===== src/hdl/lfsirq_pkg.sv =====
// constants and field layout of the led fault config and supply irq registers
// How it works
// RQ1: bit 8 enables ground short detection, reset 1
// RQ2: host writes zero to config bits 7-6
// RQ3: bits 0-5 suppress per-string short fault
// RQ4: enable field reads 0h off, 2h on
// RQ5: write 1h disables, 3h enables interrupt
// RQ6: bits 13-12 sync clock loss enable, on
// RQ7: bits 11-10 pump fault enable, reset on
// RQ8: bits 9-8 pump capacitor loss enable, on
// RQ9: bits 7-6 input overcurrent enable, reset on
// RQ10: bits 5-4 logic supply low enable, on
// RQ11: bits 3-2 input overvoltage enable, reset on
// RQ12: bits 1-0 input undervoltage enable, reset on
// RQ13: writing 0h or 2h leaves enable unchanged
// RQ14: fault interrupts only while enable reads on
package lfsirq_pkg;

    // register addresses on the decoded serial access port
    localparam logic [7:0] LFSIRQ_ADDR_CFG = 8'h06;
    localparam logic [7:0] LFSIRQ_ADDR_SUP = 8'h08;

    // reset values
    localparam logic [15:0] LFSIRQ_CFG_RST = 16'h0100;
    localparam logic [15:0] LFSIRQ_SUP_RST = 16'h2aaa;
    localparam logic LFSIRQ_FIELD_RST = 1'b1;

    // first configuration register layout
    localparam int LFSIRQ_GND_DET_BIT = 8;
    localparam int LFSIRQ_STR_LSB = 0;
    localparam int LFSIRQ_NUM_STR = 6;

    // supply irq register layout: field i at bits 2i+1..2i
    localparam int LFSIRQ_NUM_IRQ = 6;
    localparam int LFSIRQ_FIELD_W = 2;
    localparam int LFSIRQ_SUP_RSV_LSB = 14;
    localparam int LFSIRQ_SYNC_LSB = 12;
    localparam int LFSIRQ_IDX_VIN_UV = 0;
    localparam int LFSIRQ_IDX_VIN_OV = 1;
    localparam int LFSIRQ_IDX_VDD_UV = 2;
    localparam int LFSIRQ_IDX_VIN_OC = 3;
    localparam int LFSIRQ_IDX_CP_CAP = 4;
    localparam int LFSIRQ_IDX_CP = 5;

    // split encodings of an enable field
    localparam logic [1:0] LFSIRQ_RD_OFF = 2'h0;
    localparam logic [1:0] LFSIRQ_RD_ON = 2'h2;
    localparam logic [1:0] LFSIRQ_WR_OFF = 2'h1;
    localparam logic [1:0] LFSIRQ_WR_ON = 2'h3;

    // synchroniser depth for fault comparator inputs
    localparam int LFSIRQ_SYNC_STAGES = 2;

endpackage


===== src/hdl/lfsirq_regs.sv =====
// led short fault config and supply fault irq enable registers
`timescale 1ns/1ns
`default_nettype none
module lfsirq_regs
    import lfsirq_pkg::*;
#(
    parameter int NUM_STR = LFSIRQ_NUM_STR,
    parameter int NUM_IRQ = LFSIRQ_NUM_IRQ
)
(
    input wire logic mclk,
    input wire logic srst,
    input wire logic ce,
    input wire logic reg_wr,
    input wire logic reg_rd,
    input wire logic [7:0] reg_addr,
    input wire logic [15:0] reg_wdata,
    output logic [15:0] reg_rdata,
    output logic reg_rvalid,
    input wire logic [NUM_IRQ-1:0] fault_in,
    output logic string_ground_short_detect_on,
    output logic [NUM_STR-1:0] string_short_fault_off,
    output logic [NUM_IRQ-1:0] irq_on,
    output logic [NUM_IRQ-1:0] fault_irq,
    output logic supply_irq
);
    // the register layouts are fixed at six strings and six fault enables
    generate
        if (NUM_STR != LFSIRQ_NUM_STR) begin : g_chk_str
            $error("string count must match register layout");
        end
        if (NUM_IRQ != LFSIRQ_NUM_IRQ) begin : g_chk_irq
            $error("irq count must match register layout");
        end
    endgenerate

    typedef struct packed {
        logic [15:0] cfg;
        logic [1:0] sup_rsv;
        logic [NUM_IRQ-1:0] flt_s1;
        logic [NUM_IRQ-1:0] flt_s2;
        logic [NUM_IRQ-1:0] irq;
        logic irq_any;
        logic [15:0] rdata;
        logic rvalid;
    } lfsirq_top_st_t;

    lfsirq_top_st_t st_r;
    lfsirq_top_st_t st_nxt;

    logic [NUM_IRQ-1:0] en;
    logic sync_en;
    logic wr_cfg;
    logic wr_sup;

    // address match, shared by write and read decode
    function automatic logic hit(input logic [7:0] a, input logic [7:0] r);
        hit = (a == r);
    endfunction

    // read view of one enable field
    function automatic logic [1:0] rd_code(input logic on);
        rd_code = on ? LFSIRQ_RD_ON : LFSIRQ_RD_OFF; // [RQ4]
    endfunction

    // write strobes per register
    assign wr_cfg = reg_wr && hit(reg_addr, LFSIRQ_ADDR_CFG);
    assign wr_sup = reg_wr && hit(reg_addr, LFSIRQ_ADDR_SUP);

    // one enable cell per supply fault; field i sits at bits 2i+1..2i
    // index 0 input undervoltage [RQ12], 1 input overvoltage [RQ11]
    // index 2 logic supply low [RQ10], 3 input overcurrent [RQ9]
    // index 4 pump capacitor loss [RQ8], 5 pump fault [RQ7]
    // every cell resets to enabled, so each field reads 2h after reset
    genvar gi;
    generate
        for (gi = 0; gi < NUM_IRQ; gi++) begin : g_field
            lfsirq_irq_field u_field (
                .mclk(mclk),
                .srst(srst),
                .ce(ce),
                .wr(wr_sup),
                .wdata(reg_wdata[LFSIRQ_FIELD_W*gi +: LFSIRQ_FIELD_W]),
                .en(en[gi])
            );
        end
    endgenerate

    // sync clock loss enable at 13-12 is a cell of its own [RQ6]
    // no fault input for it here, so it only shows in the read view;
    // keeping it out of irq_on leaves the port widths as they are
    lfsirq_irq_field u_sync_field (
        .mclk(mclk),
        .srst(srst),
        .ce(ce),
        .wr(wr_sup),
        .wdata(reg_wdata[LFSIRQ_SYNC_LSB +: LFSIRQ_FIELD_W]),
        .en(sync_en)
    );

    // next state: register writes, fault sync, gating and read data
    always_comb begin
        logic [15:0] sup_view;
        sup_view = 16'h0000;
        st_nxt = st_r;

        // config register keeps all bits as written, reserved ones too
        if (wr_cfg) begin
            st_nxt.cfg = reg_wdata; // [RQ1] [RQ3]
        end
        if (wr_sup) begin
            st_nxt.sup_rsv = reg_wdata[LFSIRQ_SUP_RSV_LSB +: 2];
        end

        // two flops before any logic looks at the comparator levels
        st_nxt.flt_s1 = fault_in;
        st_nxt.flt_s2 = st_r.flt_s1;

        // a fault reaches the host only while its enable is on
        st_nxt.irq = st_r.flt_s2 & en; // [RQ14]
        st_nxt.irq_any = |(st_r.flt_s2 & en); // [RQ14]

        // assemble the supply register read view
        sup_view[LFSIRQ_SUP_RSV_LSB +: 2] = st_r.sup_rsv;
        for (int i = 0; i < NUM_IRQ; i++) begin
            sup_view[LFSIRQ_FIELD_W*i +: LFSIRQ_FIELD_W] = rd_code(en[i]);
        end
        // sync clock loss field sits above the six fault fields [RQ6]
        sup_view[LFSIRQ_SYNC_LSB +: LFSIRQ_FIELD_W] = rd_code(sync_en);

        // read data one cycle after the strobe; unmapped reads give zero
        st_nxt.rvalid = reg_rd;
        if (reg_rd) begin
            if (hit(reg_addr, LFSIRQ_ADDR_CFG)) begin
                st_nxt.rdata = st_r.cfg;
            end else if (hit(reg_addr, LFSIRQ_ADDR_SUP)) begin
                st_nxt.rdata = sup_view; // [RQ4]
            end else begin
                st_nxt.rdata = 16'h0000;
            end
        end
    end

    // state register; ce low freezes everything including the syncs
    always_ff @(posedge mclk) begin
        if (srst) begin
            st_r.cfg <= LFSIRQ_CFG_RST; // [RQ1] [RQ3]
            st_r.sup_rsv <= LFSIRQ_SUP_RST[LFSIRQ_SUP_RSV_LSB +: 2];
            st_r.flt_s1 <= '0;
            st_r.flt_s2 <= '0;
            st_r.irq <= '0;
            st_r.irq_any <= 1'b0;
            st_r.rdata <= 16'h0000;
            st_r.rvalid <= 1'b0;
        end else if (ce) begin
            st_r <= st_nxt;
        end
    end

    // outputs straight from state flops
    assign reg_rdata = st_r.rdata;
    assign reg_rvalid = st_r.rvalid;
    assign string_ground_short_detect_on = st_r.cfg[LFSIRQ_GND_DET_BIT];
    assign string_short_fault_off = st_r.cfg[LFSIRQ_STR_LSB +: NUM_STR];
    assign irq_on = en;
    assign fault_irq = st_r.irq;
    assign supply_irq = st_r.irq_any;
endmodule
`default_nettype wire


===== src/hdl/lfsirq_irq_field.sv =====
// one interrupt enable with split read and write encodings
`timescale 1ns/1ns
`default_nettype none
module lfsirq_irq_field
    import lfsirq_pkg::*;
(
    input wire logic mclk,
    input wire logic srst,
    input wire logic ce,
    input wire logic wr,
    input wire logic [1:0] wdata,
    output logic en
);
    typedef struct packed {
        logic on;
    } lfsirq_fld_st_t;

    lfsirq_fld_st_t st_r;
    lfsirq_fld_st_t st_nxt;

    // only the two command codes act; the read codes are harmless to echo
    always_comb begin
        st_nxt = st_r;
        if (wr) begin
            if (wdata == LFSIRQ_WR_OFF) begin
                st_nxt.on = 1'b0; // [RQ5]
            end else if (wdata == LFSIRQ_WR_ON) begin
                st_nxt.on = 1'b1; // [RQ5]
            end
            // 0h and 2h fall through and keep the state [RQ13]
        end
    end

    // state register, frozen while ce is low
    always_ff @(posedge mclk) begin
        if (srst) begin
            st_r.on <= LFSIRQ_FIELD_RST;
        end else if (ce) begin
            st_r <= st_nxt;
        end
    end

    assign en = st_r.on;
endmodule
`default_nettype wire


===== config.mk =====
export PLATFORM = sky130hd
export DESIGN_NAME = lfsirq_regs
export DESIGN_NICKNAME = d
export VERILOG_FILES = /design/src/hdl/lfsirq_pkg.sv /design/src/hdl/lfsirq_regs.sv /design/src/hdl/lfsirq_irq_field.sv
export SDC_FILE = /design/constraint.sdc
export NUM_CORES = 1
export LEC_CHECK = 0
export ABC_AREA = 1
export BUFFER_PORTS_ARGS = -buffer_cell sky130_fd_sc_hd__buf_2
export CORE_UTILIZATION = 45
export DETAILED_ROUTE_END_ITERATION = 8
export PLACE_DENSITY = 0.77
export SETUP_SLACK_MARGIN = 0.1
export SYNTH_ARGS = -nofsm -noshare
export SYNTH_HDL_FRONTEND = slang
export SYNTH_SLANG_ARGS = --single-unit

===== constraint.sdc =====
create_clock -name mclk -period 2.9 [get_ports mclk]
set_input_delay 0.145 -clock mclk [delete_from_list [all_inputs] [get_ports mclk]]
set_output_delay 0.145 -clock mclk [all_outputs]
set_load 0.05 [all_outputs]

Yosys cells after proc, flatten, opt, wreduce, memory -nomap -nowiden
Index checks and enable logic that the tools add are counted.

word-level totals
  output and inout bits = 37
  memory bits (read-only) = 0
  memory bits (writable) = 0
  bits in registers = 61
  memories kept = 0
  latch bits = 0

operators by class
  order comparisons = 0
  bitwise operators = 1
  div/mod/pow operators = 0
  shifts and indexed selects = 0
  muxes and demuxes = 23
  add/sub/neg operators = 0
  equal/unequal tests = 16
  $mul = 0
  reductions and logical operators = 20

operator list
  cell                                           number
  two-way mux 16 bit                             2
  AND reduction 3 bit                            7
  == test 2 x 1 -> 1 bit, second input constant  7
  == test 2 bit, second input constant           7
  two-way mux 1 bit                              14
  two-way mux 2 bit                              7
  nonzero test 2 bit                             7
  == test 8 x 3 -> 1 bit, second input constant  1
  == test 8 x 4 -> 1 bit, second input constant  1
  AND 6 bit                                      1
  AND reduction 2 bit                            3
  OR reduction 6 bit                             1
  logical AND 1 bit                              2

Longest topological paths before layout
Gate-level depths: netlist of the first run.

  depth after elaboration = 3
  depth in mapped cells = 9
  mapped depth without buffers = 8

Hierarchy
Synthesis of the first run repeated with hierarchy kept, for this count alone.

unflattened totals
  cells, all modules = 401
  area, all modules = 2820.2 um^2

modules (own cells, without submodules)
  module            seq. area each (um^2)  instances  cells an instance  area each (um^2)
  lfsirq_regs       1081.0                 1          359                2513.7
  lfsirq_irq_field  20.0                   7          6                  43.8

Least setup slack after synthesis of the first run
No wires, ideal clock.

  path type = input port to flip-flop
  from = in reg_addr[7]
  to = reg g_field[5].u_field.st_r
  cell stages on the path = 7
  buffers on the path = 1
  arrival = 0.878 ns
  slack = 1.892 ns
  cell sequence = nor2_2 -> nand2_2 -> nor2_4 -> buf_4 -> nand3_1 -> nand2_1 -> nand3_1

between the ends
  word-level cells in the longest chain between the ends = 3

ends and longest elaborated chain
  item                                  RTL line                RTL
  start, declared                       lfsirq_regs.sv:16       input wire logic [7:0] reg_addr,
  == test 8 x 4 -> 1 bit                lfsirq_regs.sv:58       hit = (a == r);
  logical AND 1 bit                     lfsirq_regs.sv:68       assign wr_sup = reg_wr && hit(reg_addr, LFSIRQ_ADDR_SUP);
  AND reduction 3 bit (no source line)  --
  end signal, assigned                  lfsirq_irq_field.sv:39  st_r <= st_nxt;
  end, declared                         lfsirq_irq_field.sv:18  lfsirq_fld_st_t st_r;

Every way passes these cells.
A chain may end at the register's enable or synchronous reset.

Worst setup path after layout of the first run
  from = in ce
  to = reg g_field[1].u_field.st_r

between the ends
  word-level cells in the longest chain between the ends = 1

ends and longest elaborated chain
  item                                  RTL line                RTL
  start, declared                       lfsirq_regs.sv:13       input wire logic ce,
  AND reduction 3 bit (no source line)  --
  end signal, assigned                  lfsirq_irq_field.sv:39
  end, declared                         lfsirq_irq_field.sv:18

Every way passes these cells.

==> flow_summary.ini, run 1 <==
[run_status]
status = complete, no violations

[synth]
yosys_register_bits = 61
yosys_warnings = 0
yosysSeqAreaShare = 0.431
yosys.area.top_type = dfxtp_1
netlist_instances = 399
synth.distinct_cells = 20
syn_area_sq_mm = 0.00283
synth_top_area_frac = 0.431
synth_area_leaders = dfxtp_1, nor2_1, buf_4
synth_fp_nets = 434
syn_avg_cell_area_sq_um = 7.10

[power_and_ir_drop]
ir_worst_vdd_mv = 0.276
fin_total_pwr_mw = 2.02
powerDensity_mw_per_mm2 = 640
power.internal_mw = 1.52
seqPwrFrac = 0.437
p_leak_nw = 1.53
pwr-share-clk = 0.452
power.net_switching_uw = 498
combPwrFrac = 0.111
power_switching_share = 0.246

[timing]
fmax_ghz = 0.700
fin_crit_sh = 0.493
hold_violations = 0
period_minus_slack_ns = 1.43
tightest_slew_ns = 0.891
tns_ns = 0
rsz0062_at_grt = false
finalWorstSetupSlack_ns = 1.47
fin_hold_ws_ns = 0.0317
setup_viol = 0
finClkSkew_ns = 0.00463
slew_headroom = 0.405
finalMaxSlewViolations = 0

[setup_path]
start_kind = input port
r2r-end = supply_irq
endpoint_kind = register
cp.required_ns = 3.11
reg2reg_depth = 4
cp_max_fo = 34
crit_type = input port to register
ff2ff_setup_slack_ns = 2.01
r2r_start = g_field[0].u_field.en
crit_arrival_ns = 1.64

[die]
core_area_sq_mm = 0.00599
initial_core_util = 0.473
dieArea_sq_mm = 0.00662
die_h_um = 81.4
pin_count = 72
die_w_um = 81.4
rows = 28

[grt]
grt_usage = 0.206
globalRouteOverflowTotal = 0
antenna_found_initial = 0
gr-usage-met2 = 0.291
top_usage_layer = met2
groute.layer.met3.usage = 0.0640
grt_first_pass_wirelength_um = 10200
grt_max_degree = 52
use_met1 = 0.277
grt_pass1_vias = 2142

[clocking]
cts_hold_buf = 0
clockRootBuffer = clkbuf_8
cts_max_path_buffers = 2
h-tree-depth = 3
clkTransAtPathRegs_ns = 0.07
post_cts_buffers = 0
cts_tree = built
cts_resized = 0
clk_latency_ns = 0.34
clock-sinks = 61
cts_buffers = 9

[routing]
drt-initial-drc-count = 185
routed_wl_um = 6290
ant_nets = 0
firstDrtPassIters = 4
wire_per_inst_um = 12.4
via_per_inst = 4.94
drc = 0
vias = 2507

[place]
gp_congestion = 0.831
place_ws_ns = 1.16
dp_hpwl_um = 4260
port_buffers = 71

[job]
cap_violations = 0

[min_path]
hold_class = input port to register
worstHoldStart = fault_in[4]
holdPathStages = 3
hold_path_end = st_nxt[28]

[cells_and_area]
layout-drive-gt1-share = 0.218
antenna_cells = 0
nNetsFinal = 462
syn_to_final_growth_pct = 11.5
[area by class of cell]
| cell class | instances | area, sq um |
|---|---|---|
| fillers | 577 | 2830 |
| flip-flops and latches | 61 | 1220 |
| multi-input cells | 252 | 1120 |
| repair buffers | 72 | 363 |
| clock buffers | 12 | 145 |
| inverters | 31 | 116 |
| clock inverters | 4 | 95.1 |
| well taps | 75 | 93.8 |
[cell usage after synthesis (all sizes together)]
cell type and instances:
a41oi 1, nand4 7, nor3 1, clkinv 2, buf 47, nand2 67
o21ai 26, dfxtp 61, inv 29, nor2 83, nand3 51, a21oi 16
clkbuf 8
[power groups by stage]
stage | logic (mW) | registers [mW] | clock network (mW)
3_5_place_dp | 0.224 | 0.902 | 0
4_1_cts | 0.225 | 0.884 | 0.930
5_1_grt | 0.247 | 0.887 | 0.973
2_1_floorplan | 0.180 | 0.906 | 0
6_report | 0.224 | 0.884 | 0.914
3_3_place_gp | 0.220 | 0.902 | 0
[critical path: stages]
cell and delay [ns]:
buf_2 0.24, nand2_4 0.13, clkinv_1 0.66, nand4_1 0.35, nand3_1 0.09
[stage by stage]
| step | cells | cell area [sq um] | util |
|---|---|---|---|
| after floorplan | 399 | 2830 | - |
| after global placement | 491 | 2920 | 0.487 |
| after detailed placement | 491 | 2920 | 0.487 |
| after CTS | 507 | 3160 | 0.527 |
| after global routing | 507 | 3160 | 0.527 |
| final | 507 | 3160 | 0.527 |
[cell usage in the layout, fill, tap and decap left out, drive strengths merged, types with 7 or more instances in the layout]
master / synthesis / layout
dfxtp: 61 / 61
nand4: 7 / 7
nor2: 83 / 83
a21oi: 16 / 16
buf: 47 / 72
inv: 29 / 29
o21ai: 26 / 26
clkbuf: 8 / 12
nand2: 67 / 67
nand3: 51 / 51
[cells by family (layout without fill, tap and decap cells)]
group	after synthesis	count (layout)	synth area share
buffers and inverters	86	119	0.172
and+or+nand+nor	209	209	0.320
AOI/OAI and AO/OA	43	43	0.0773
DFF	61	61	0.431
[registers in the layout, indices dropped and copies added, names as in the netlist]
signal,cells
reg_rdata,16
st_r,17
g_field.u_field.en,6
u_sync_field.en,1
string_ground_short_detect_on,1
supply_irq,1
st_nxt,6
reg_rvalid,1
fault_irq,6
string_short_fault_off,6
[worst max-delay path by stage]
stage,startpoint,endpoint,slack [ns],cells after the start
final,ce,g_field[1].u_field.en,1.47,5
after global routing,ce,string_short_fault_off[3],1.29,6
after CTS,ce,g_field[2].u_field.en,1.51,5
after detailed placement,ce,g_field[3].u_field.en,1.16,5
after global placement,ce,g_field[3].u_field.en,1.20,5
after floorplan,reg_addr[7],g_field[5].u_field.en,1.89,7
[routing by layer]
layer,vias up,part of all wire
li1,1293,-
met3,15,0.062
met5,-,0
met2,82,0.46
met1,1117,0.45
met4,0,0.031
Note: power is estimated with default switching activity, not from simulation.
==> inputs of run 2 (changes only) <==
- PLACE_DENSITY: 0.77 -> 0.8
- clock period: 2.9 -> 1.25 ns (I/O delays scaled with it)
==> run 2 against run 1 <==
Cell area is 4.2% higher. Sequential share of layout area decreased by 1.6 points. Via count increased by 4.1%. Global-route usage rose by 0.57 points. Combinational power grew to 2.6 times the previous value. Total power grew 110%. Critical path depth down 4. Clock skew increased by 0.0027 ns. Critical endpoint is now irq_on[2].
==> flow_summary.ini, run 2 (synthesized netlist as in run 1, its figures left out) <==
[run_status]
status = complete, no violations

[cells_and_area]
layout.core_utilization = 0.549
syn_to_final_growth_pct = 16.2
layout_commonest_cell = nor2_1
design_area_sq_mm = 0.00329
nNetsFinal = 477
final_cell_mix = nor2_1, buf_2, nand2_1
largest_register_ff_count = 17
layout-drive-gt1-share = 0.225
antenna_cells = 0
regMostFlops = st_r

[power_and_ir_drop]
powerDensity_mw_per_mm2 = 1260
seqPwrFrac = 0.495
combPwrFrac = 0.138
ir_worst_vdd_mv = 0.578
pwr-share-clk = 0.367
power_switching_share = 0.278
power.net_switching_mw = 1.15
power.internal_mw = 3.00
p_leak_nw = 1.59

[setup_path]
crit_type = register to primary output
r2r_start = g_field[0].u_field.en
endpoint_kind = primary output
ff2ff_setup_slack_ns = 0.40
cp.required_ns = 1.19
reg2reg_depth = 4
start_kind = register
crit_arrival_ns = 1.07
critPathBufInv = 1
r2r-end = supply_irq
crit_slowest_cell = dfxtp_1
crit_path_max_incr_delay_ns = 0.42
cp_max_fo = 4
cp.depth = 1
path_cells = buf_2
crit_start = g_field[2].u_field.en
crit_end = irq_on[2]
cp_top_family = flip-flops

[die]
core_area_sq_mm = 0.00599
initial_core_util = 0.473
dieArea_sq_mm = 0.00662
die_w_um = 81.4
pin_count = 72
die_h_um = 81.4
rows = 28

[clocking]
clk_latency_ns = 0.34
cts_max_path_buffers = 2
clock-sinks = 61
cts_resized = 0
cts_tree = built
h-tree-depth = 3
cts_hold_buf = 8
cts_buffers = 9
post_cts_buffers = 0
clkTransAtPathRegs_ns = 0.07
clockRootBuffer = clkbuf_8

[place]
port_buffers = 71
place_ws_ns = 0.171
gp_congestion = 0.797
placed_cell_area_sq_mm = 0.00305
dp_hpwl_um = 4350

[routing]
wire_per_inst_um = 12.6
routed_wl_um = 6530
ant_nets = 0
drc = 0
firstDrtPassIters = 4
vias = 2610
drt-initial-drc-count = 235
via_per_inst = 5.02

[grt]
grt_first_pass_wirelength_um = 10700
globalRouteOverflowTotal = 0
grt_pass1_vias = 2397
grt_max_degree = 39
grt_usage = 0.212
antenna_found_initial = 0

[timing]
finClkSkew_ns = 0.00736
finalWorstSetupSlack_ns = 0.120
hold_violations = 0
finalMaxSlewViolations = 0
slew_headroom = 0.715
fin_crit_sh = 0.904
rsz0062_at_grt = false
period_minus_slack_ns = 1.13
tns_ns = 0
setup_viol = 0
tightest_slew_ns = 0.426
fmax_ghz = 0.885

[min_path]
worstHoldStart = reg_wdata[13]
hold_class = input port to register

[job]
cap_violations = 0
-- run 2: metal layers --
layer	global-route usage	up-vias	part of all wire
li1	-	1319	-
met1	0.269	1186	0.44
met2	0.338	88	0.48
met3	0.0539	17	0.056
met4	0.0929	0	0.022
met5	0	-	0
-- run 2: area by class of cell --
class                      instances  area (sq um)
fill                             587          2700
sequential                        61          1220
multi-input combinational        252          1120
timing repair buffer              87           571
clock buffer                      12           155
inverter                          31           116
tap                               75          93.8
clock inverter                     2          10.0
-- run 2: per-stage QoR --
step,hold WS [ns],power (mW),cells
2_1_floorplan,0.176,2.52,399
3_3_place_gp,0.289,2.63,498
3_5_place_dp,0.295,2.65,498
4_1_cts,0.00430,4.16,520
5_1_grt,0.0175,4.31,520
6_report,0.00361,4.15,520
-- run 2: worst min path at each step --
stage	depth (start not counted)	endpoint	slack, ns
detailed placement	3	st_nxt[29]	0.30
floorplan	2	string_ground_short_detect_on	0.18
global placement	3	st_nxt[29]	0.29
finish	3	u_sync_field.en	0.004
global route	3	u_sync_field.en	0.02
CTS	3	g_field[2].u_field.en	0.004
-- run 2: power groups by stage --
stage	registers [mW]	clock network [mW]	logic, mW
finish	2.05	1.52	0.574
global route	2.06	1.63	0.624
CTS	2.05	1.54	0.573
detailed placement	2.09	0	0.552
global placement	2.09	0	0.540
floorplan	2.10	0	0.418
